<file path="src/verilog/spl_pkg.sv">
// shared constants for the serial port select, loopback and enable block
package spl_pkg;
  localparam int CHANNELS = 4;
  localparam int DRIVERS = 8;
  localparam int AV_ADDR_W = 4;
  // ---------------------------------------------------------------------
  // register map (byte addresses)
  // ---------------------------------------------------------------------
  localparam logic [3:0] CTRL_OFFSET = 4'h0;
  localparam logic [3:0] STATUS_OFFSET = 4'h4;
  localparam int CTRL_MUTE_BIT = 0;
  localparam logic CTRL_RESET = 1'h0;
  localparam logic [7:0] DRV_EN_RESET = 8'h00;
  // status fields
  localparam int ST_EN_LSB = 0;
  localparam int ST_SEL_LSB = 8;
  localparam int ST_LOOP_BIT = 12;
  localparam int ST_LEVEL_LSB = 13;
  // ---------------------------------------------------------------------
  // three-level threshold codes
  // ---------------------------------------------------------------------
  localparam logic [1:0] LEVEL_LOW = 2'h0;
  localparam logic [1:0] LEVEL_MID = 2'h1;
  localparam logic [1:0] LEVEL_HIGH = 2'h2;
  // driver index -> enable bus bit; drivers 0..3 primary a..d, 4..7 secondary
  localparam logic [2:0] DRV_MAP [DRIVERS] = '{
    3'h0, 3'h1, 3'h2, 3'h3, 3'h4, 3'h5, 3'h6, 3'h7
  };
endpackage

</file>
<file path="src/verilog/spl_sync.sv">
// two flip-flop synchroniser for a bus of independent levels
`timescale 1ns/10ps
module spl_sync #(
  parameter int W = 1
) (
  input wire logic clk_in,
  input wire logic [W-1:0] async_in,
  output logic [W-1:0] sync_out
);
  typedef struct packed {
    logic [W-1:0] meta;
    logic [W-1:0] sync;
  } spl_sync_t;

  spl_sync_t s_q;
  spl_sync_t s_d;

  always_comb begin
    s_d.meta = async_in;
    s_d.sync = s_q.meta;
  end

  // no reset: only the second stage is ever read
  always_ff @(posedge clk_in) begin
    s_q <= s_d;
  end

  assign sync_out = s_q.sync;
endmodule // spl_sync

</file>
<file path="src/verilog/spl_port_ctrl.sv">
// serial port input select, all-port loopback and driver enable latch
`timescale 1ns/10ps
module spl_port_ctrl
  import spl_pkg::*;
(
  input wire logic clk_in,
  input wire logic rst_in,
  input wire logic [CHANNELS-1:0] primary_serial_in,
  input wire logic [CHANNELS-1:0] secondary_serial_in,
  input wire logic [CHANNELS-1:0] rx_input_select_in,
  input wire logic [CHANNELS-1:0] tx_serial_in,
  input wire logic all_port_loopback_en_in,
  input wire logic drv_enable_latch_open_in,
  input wire logic [DRIVERS-1:0] shared_enable_bus_in,
  input wire logic device_reset_n_in,
  input wire logic [1:0] amplitude_threshold_sel_in,
  input wire logic [AV_ADDR_W-1:0] avs_address_in,
  input wire logic avs_read_in,
  input wire logic avs_write_in,
  input wire logic [31:0] avs_writedata_in,
  input wire logic [3:0] avs_byteenable_in,
  output logic [31:0] avs_readdata_out,
  output logic avs_waitrequest_out,
  output logic [CHANNELS-1:0] cdr_serial_out,
  output logic [DRIVERS-1:0] serial_out_driver_out,
  output logic [DRIVERS-1:0] drv_enable_out,
  output logic [1:0] threshold_level_out
);
  // ---------------------------------------------------------------------
  // pin synchronisers
  // ---------------------------------------------------------------------
  localparam int SW = 3 * CHANNELS + DRIVERS + 5;
  logic [SW-1:0] pins_s;
  logic [CHANNELS-1:0] prim_s;
  logic [CHANNELS-1:0] sec_s;
  logic [CHANNELS-1:0] sel_s;
  logic loop_s;
  logic open_s;
  logic [DRIVERS-1:0] bus_s;
  logic dev_rst_n_s;
  logic [1:0] thr_s;

  // bits of one shared synchroniser may still land a cycle apart, so
  // open and bus should not be changed in the same cycle
  spl_sync #(.W(SW)) u_sync (
    .clk_in(clk_in),
    .async_in({primary_serial_in, secondary_serial_in, rx_input_select_in,
               all_port_loopback_en_in, drv_enable_latch_open_in,
               shared_enable_bus_in, device_reset_n_in,
               amplitude_threshold_sel_in}),
    .sync_out(pins_s)
  );

  assign {prim_s, sec_s, sel_s, loop_s, open_s, bus_s, dev_rst_n_s, thr_s}
    = pins_s;

  // ---------------------------------------------------------------------
  // helpers
  // ---------------------------------------------------------------------
  function automatic logic [DRIVERS-1:0] map_bus(
    input logic [DRIVERS-1:0] bus
  );
    logic [DRIVERS-1:0] r;
    r = '0;
    for (int i = 0; i < DRIVERS; i++) begin
      r[i] = bus[DRV_MAP[i]];
    end
    return r;
  endfunction

  // open pin code 11 is taken as mid, the safe middle trip point
  function automatic logic [1:0] decode_level(input logic [1:0] code);
    logic [1:0] r;
    r = LEVEL_MID;
    if (code == LEVEL_LOW || code == LEVEL_HIGH) begin
      r = code;
    end
    return r;
  endfunction

  // unmapped addresses read as zero
  function automatic logic [31:0] read_word(
    input logic [AV_ADDR_W-1:0] addr,
    input logic mute,
    input logic [31:0] status
  );
    logic [31:0] r;
    r = '0;
    unique case (addr)
      CTRL_OFFSET: r[CTRL_MUTE_BIT] = mute;
      STATUS_OFFSET: r = status;
      default: r = '0;
    endcase
    return r;
  endfunction

  // ---------------------------------------------------------------------
  // state
  // ---------------------------------------------------------------------
  typedef struct packed {
    logic [DRIVERS-1:0] en;
    logic mute;
    logic wait_n;
    logic [31:0] rdata;
    logic [CHANNELS-1:0] cdr;
    logic [DRIVERS-1:0] drv;
    logic [1:0] level;
    logic [DRIVERS-1:0] oe;
  } spl_state_t;

  spl_state_t s_q;
  spl_state_t s_d;
  logic [DRIVERS-1:0] en_eff;
  logic [31:0] status_w;

  always_comb begin
    s_d = s_q;
    en_eff = '0;
    status_w = '0;

    // -------------------------------------------------------------------
    // driver enable latch
    // -------------------------------------------------------------------
    // a clocked stage stands in for the transparent latch: the enables
    // trail the bus by the synchroniser delay but cannot glitch
    if (!dev_rst_n_s) begin
      s_d.en = DRV_EN_RESET;
    end else if (open_s) begin
      s_d.en = map_bus(bus_s);
    end // otherwise held

    // mute gates the drivers but keeps the latch contents
    en_eff = s_d.en & {DRIVERS{~s_q.mute}};
    s_d.oe = en_eff;

    // -------------------------------------------------------------------
    // receive path select and loopback
    // -------------------------------------------------------------------
    for (int c = 0; c < CHANNELS; c++) begin
      if (loop_s) begin
        s_d.cdr[c] = tx_serial_in[c];
      end else begin
        s_d.cdr[c] = sel_s[c] ? prim_s[c] : sec_s[c];
      end
    end

    // -------------------------------------------------------------------
    // serial drivers
    // -------------------------------------------------------------------
    for (int i = 0; i < DRIVERS; i++) begin
      // a powered-down driver idles low
      if (!en_eff[i]) begin
        s_d.drv[i] = 1'b0;
      end else if (loop_s) begin
        s_d.drv[i] = 1'b1;
      end else begin
        s_d.drv[i] = tx_serial_in[i % CHANNELS];
      end
    end

    // -------------------------------------------------------------------
    // signal detect threshold
    // -------------------------------------------------------------------
    s_d.level = decode_level(thr_s);

    // -------------------------------------------------------------------
    // avalon slave
    // -------------------------------------------------------------------
    // status shows synced select and loop pins, read three edges late; enable and level fields come from state and read one edge later
    status_w[ST_EN_LSB +: DRIVERS] = s_q.en;
    status_w[ST_SEL_LSB +: CHANNELS] = sel_s;
    status_w[ST_LOOP_BIT] = loop_s;
    status_w[ST_LEVEL_LSB +: 2] = s_q.level;
    s_d.wait_n = 1'b0;
    if ((avs_read_in || avs_write_in) && !s_q.wait_n) begin
      s_d.wait_n = 1'b1;
      if (avs_read_in) begin
        s_d.rdata = read_word(avs_address_in, s_q.mute, status_w);
      end
    end
    // a write lands only at the completing edge, when waitrequest is low;
    // read data was captured one cycle earlier and stands meanwhile
    if (avs_write_in && s_q.wait_n && avs_address_in == CTRL_OFFSET &&
        avs_byteenable_in[0]) begin
      s_d.mute = avs_writedata_in[CTRL_MUTE_BIT];
    end
  end

  // ---------------------------------------------------------------------
  // registers
  // ---------------------------------------------------------------------
  always_ff @(posedge clk_in) begin
    if (rst_in) begin
      s_q <= '0;
      s_q.en <= DRV_EN_RESET;
      s_q.mute <= CTRL_RESET;
      s_q.level <= LEVEL_MID;
    end else begin
      s_q <= s_d;
    end
  end

  // ---------------------------------------------------------------------
  // outputs, each straight from the state register
  // ---------------------------------------------------------------------
  assign avs_readdata_out = s_q.rdata;
  assign avs_waitrequest_out = ~s_q.wait_n;
  assign cdr_serial_out = s_q.cdr;
  assign serial_out_driver_out = s_q.drv;
  assign drv_enable_out = s_q.oe;
  assign threshold_level_out = s_q.level;
endmodule // spl_port_ctrl

</file>
<file path="config.mk">
export PLATFORM = sky130hd
export DESIGN_NAME = spl_port_ctrl
export DESIGN_NICKNAME = d
export VERILOG_FILES = /design/src/verilog/spl_pkg.sv /design/src/verilog/spl_sync.sv /design/src/verilog/spl_port_ctrl.sv
export SDC_FILE = /design/constraint.sdc
export NUM_CORES = 1
export LEC_CHECK = 0
export BUFFER_PORTS_ARGS = -buffer_cell sky130_fd_sc_hd__buf_4
export CAP_MARGIN = 20
export CORE_MARGIN = 2
export CORE_UTILIZATION = 47
export DETAILED_ROUTE_END_ITERATION = 7
export PLACE_DENSITY = 0.78
export SLEW_MARGIN = 20
export SYNTH_ARGS = -nofsm -noshare
export SYNTH_HDL_FRONTEND = slang
export SYNTH_SLANG_ARGS = --single-unit
</file>
<file path="constraint.sdc">
create_clock -name clk_in -period 1.5 [get_ports clk_in]
set_input_delay 0.075 -clock clk_in [delete_from_list [all_inputs] [get_ports clk_in]]
set_output_delay 0.075 -clock clk_in [all_outputs]
set_load 0.005 [all_outputs]
</file>
==> flow_metrics.tcl <==
set metrics [dict create \
    outcome "finished, final reports clean" \
    switching_power_uw 982 \
    drv_slew 0 \
    antenna_found_initial 0 \
    hold_ws_ns 0.0207 \
    wl_met2_mm 2.83 \
    die_w_um 85.3 \
    fin_nets 423 \
    p_leak_nw 1.81 \
    slew_headroom_pct 63.7 \
    place_congestion 0.723 \
    grt_pass1_wl_mm 8.82 \
    combPwrFrac_pct 6.3 \
    p_seq_share_pct 54.5 \
    die_h_um 85.3 \
    fin_ws_ns 0.270 \
    dieArea_um2 7270 \
    rsz0062_at_grt "no" \
    cp_max_fo 15 \
    design.core.area_um2 6390 \
    path_class "input pin to flop" \
    report.power.total_mw 5.00 \
    fmax_ghz 0.813 \
    p_int_mw 4.01 \
    grt_util_all_layers_pct 15.9 \
    period_share_pct 82.0 \
    worstPathRequired_ns 1.78 \
    avgSynthCellArea_um2 11.1 \
    grt_max_degree 24 \
    wl_per_cell_um 13.0 \
    route.detailed.drc 0 \
    holdPathEnd "serial_out_driver_out[3]" \
    synth.distinct_cells 27 \
    htree_levels 3 \
    syn-cell-area_um2 3110 \
    cts_tree "built" \
    crit_path_end_kind "flop" \
    synth-seq-area-share_pct 62.5 \
    ioPinCount 128 \
    netlist_instances 279 \
    reg2reg_from "u_sync.sync_out[11]" \
    period_minus_slack_ns 1.23 \
    synth_seq_cells 97 \
    layout-drive-gt1-share_pct 31.4 \
    clock-root-buffer "clkbuf_8" \
    final-setup-viol-count 0 \
    swShare_pct 19.7 \
    place_ws_ns 0.244 \
    path_clk_slew_ns 0.09 \
    io_buffers 76 \
    hold_class "input pin to flop" \
    fillerInstances 496 \
    drt_wl_total_mm 5.59 \
    drtIter0Drc 39 \
    worstMarginPinSlew_ns 0.542 \
    finalClockSkew_ns 0.00870 \
    final_common_cell "dfxtp_1" \
    powerDensity_nw_per_um2 1280 \
    wl_met1_mm 2.28 \
    firstDrtPassIters 4 \
    diodes 0 \
    pwr-share-clk_pct 39.2 \
    area_growth_syn_to_layout_pct 25.9 \
    grt_overflow 0 \
    dp_hpwl_mm 3.79 \
    worstSetupStartpointType "input pin" \
    layout_common_cells "97 x dfxtp_1, 79 x buf_4, 30 x dlygate4sd3_1, 23 x nand2_1, 22 x nor2_1" \
    holdPathStages 3 \
    routed.top_layer "met4" \
    multiInputGateArea_um2 699 \
    vias 1903 \
    ys.warnings.count 0 \
    setup_tns_ns 0 \
    cts_buffer_depth 2 \
    rrSetupSlack_ns 0.27 \
    maxCapViolations 0 \
    postRouteAntennaNets 0 \
    worstHoldStart "tx_serial_in[3]" \
    numCtsBuffers 9 \
    clk_latency_ns 0.35 \
    met3_length_um 382 \
    fp-row-count 29 \
    start_util_pct 48.6 \
    peakVddDrop_mv 0.788 \
    regToRegEndpoint "serial_out_driver_out[2]" \
    hold_viol 0 \
    r2r_cells 3 \
    cts_num_sinks 97 \
    seq_area_um2 1940 \
    viasPerCell 4.42 \
    worst_ep_arrival_time_ns 1.51 \
    postCtsResizedCells 0 \
    grt_pass1_vias 1898 \
]
==> registers in the layout, summed over array words and instances, names as in the netlist <==
| name | cells |
|---|---|
| u_sync.s_d | 25 |
| s_q | 10 |
| avs_readdata_out | 15 |
| cdr_serial_out | 4 |
| threshold_level_out | 2 |
| serial_out_driver_out | 8 |
| drv_enable_out | 8 |
| u_sync.sync_out | 25 |
==> cells by family (layout without fill, tap and decap cells) <==
| logic type | after synthesis | count (layout) | synth area share, % |
|---|---|---|---|
| flip-flops | 97 | 97 | 62.5 |
| AO/OA/AOI/OAI | 21 | 21 | 3.95 |
| AND/OR/NAND/NOR | 68 | 68 | 10.5 |
| buffers and inverters | 75 | 134 | 16.9 |
| multiplexers | 17 | 17 | 6.00 |
| other | 1 | 17 | 0.121 |
==> power by group through the flow <==
stage | Combinational [mW] | Clock (mW) | Sequential (mW)
finish | 0.314 | 1.96 | 2.72
global placement | 0.243 | 0 | 2.78
CTS | 0.312 | 2.01 | 2.72
global route | 0.346 | 2.12 | 2.74
floorplan | 0.196 | 0 | 2.76
detailed placement | 0.250 | 0 | 2.78
==> cells in the mapped netlist <==
cell	instances	area, um^2
mux2i_1	4	40.0
a21oi_1	15	75.1
inv_1	10	37.5
clkbuf_1	3	11.3
nand2_1	23	86.3
nor2b_1	1	6.26
nor2_1	22	82.6
clkbuf_2	1	5.00
nand2b_1	1	6.26
buf_6	3	33.8
and3_1	1	6.26
o21ba_2	1	10.0
conb_1	1	3.75
nand3_1	1	5.00
buf_2	2	10.0
or2_2	1	6.26
a21boi_0	1	7.51
nor3_1	1	5.00
clkbuf_8	1	13.8
nor3_4	1	16.3
dfxtp_1	97	1940
and4b_1	1	10.0
o21bai_1	4	30.0
nor2b_2	1	8.76
mux2_2	13	146
nand4_1	14	87.6
buf_4	55	413
==> what timing repair did <==
item                      in CTS  in global routing
hold endpoints to repair      30                  0
setup buffers                  0                  0
hold buffers                  30                  0
==> stage by stage <==
stage	area [um^2]	util (%)	instances
6_report	3910	61.2	431
5_1_grt	3910	61.2	431
4_1_cts	3910	61.2	431
3_5_place_dp	3370	52.7	386
3_3_place_gp	3370	52.7	386
2_1_floorplan	3170	-	295
==> worst max-delay path: stages <==
cell           delay [ns]
dlygate4sd3_1        0.53
buf_4                0.11
nor2b_2              0.47
nand4_1              0.16
a21oi_1              0.17
==> cell type report <==
class	count	share of cell area, %
inverter	10	0.960
clock inverter	5	2.66
sequential	97	49.7
timing repair buffer	109	22.8
tap	77	2.46
clock buffer	10	3.52
multi-input combinational	123	17.9
==> metal layers <==
layer	vias to the layer above	track usage [%]
li1	969	-
met1	856	17.7
met2	68	27.7
met3	10	4.67
met4	0	7.79
met5	-	0
==> worst max-delay path by stage <==
stage / from / end / slack (ns)
floorplan: u_sync.sync_out[11] / drv_enable_out[0] / 0.46
global placement: u_sync.sync_out[11] / serial_out_driver_out[2] / 0.28
detailed placement: u_sync.sync_out[11] / serial_out_driver_out[0] / 0.24
CTS: u_sync.sync_out[11] / serial_out_driver_out[0] / 0.23
global route: avs_read_in / avs_readdata_out[5] / 0.1
finish: avs_read_in / avs_readdata_out[2] / 0.27
No activity file was read; power rests on OpenSTA's default activity.
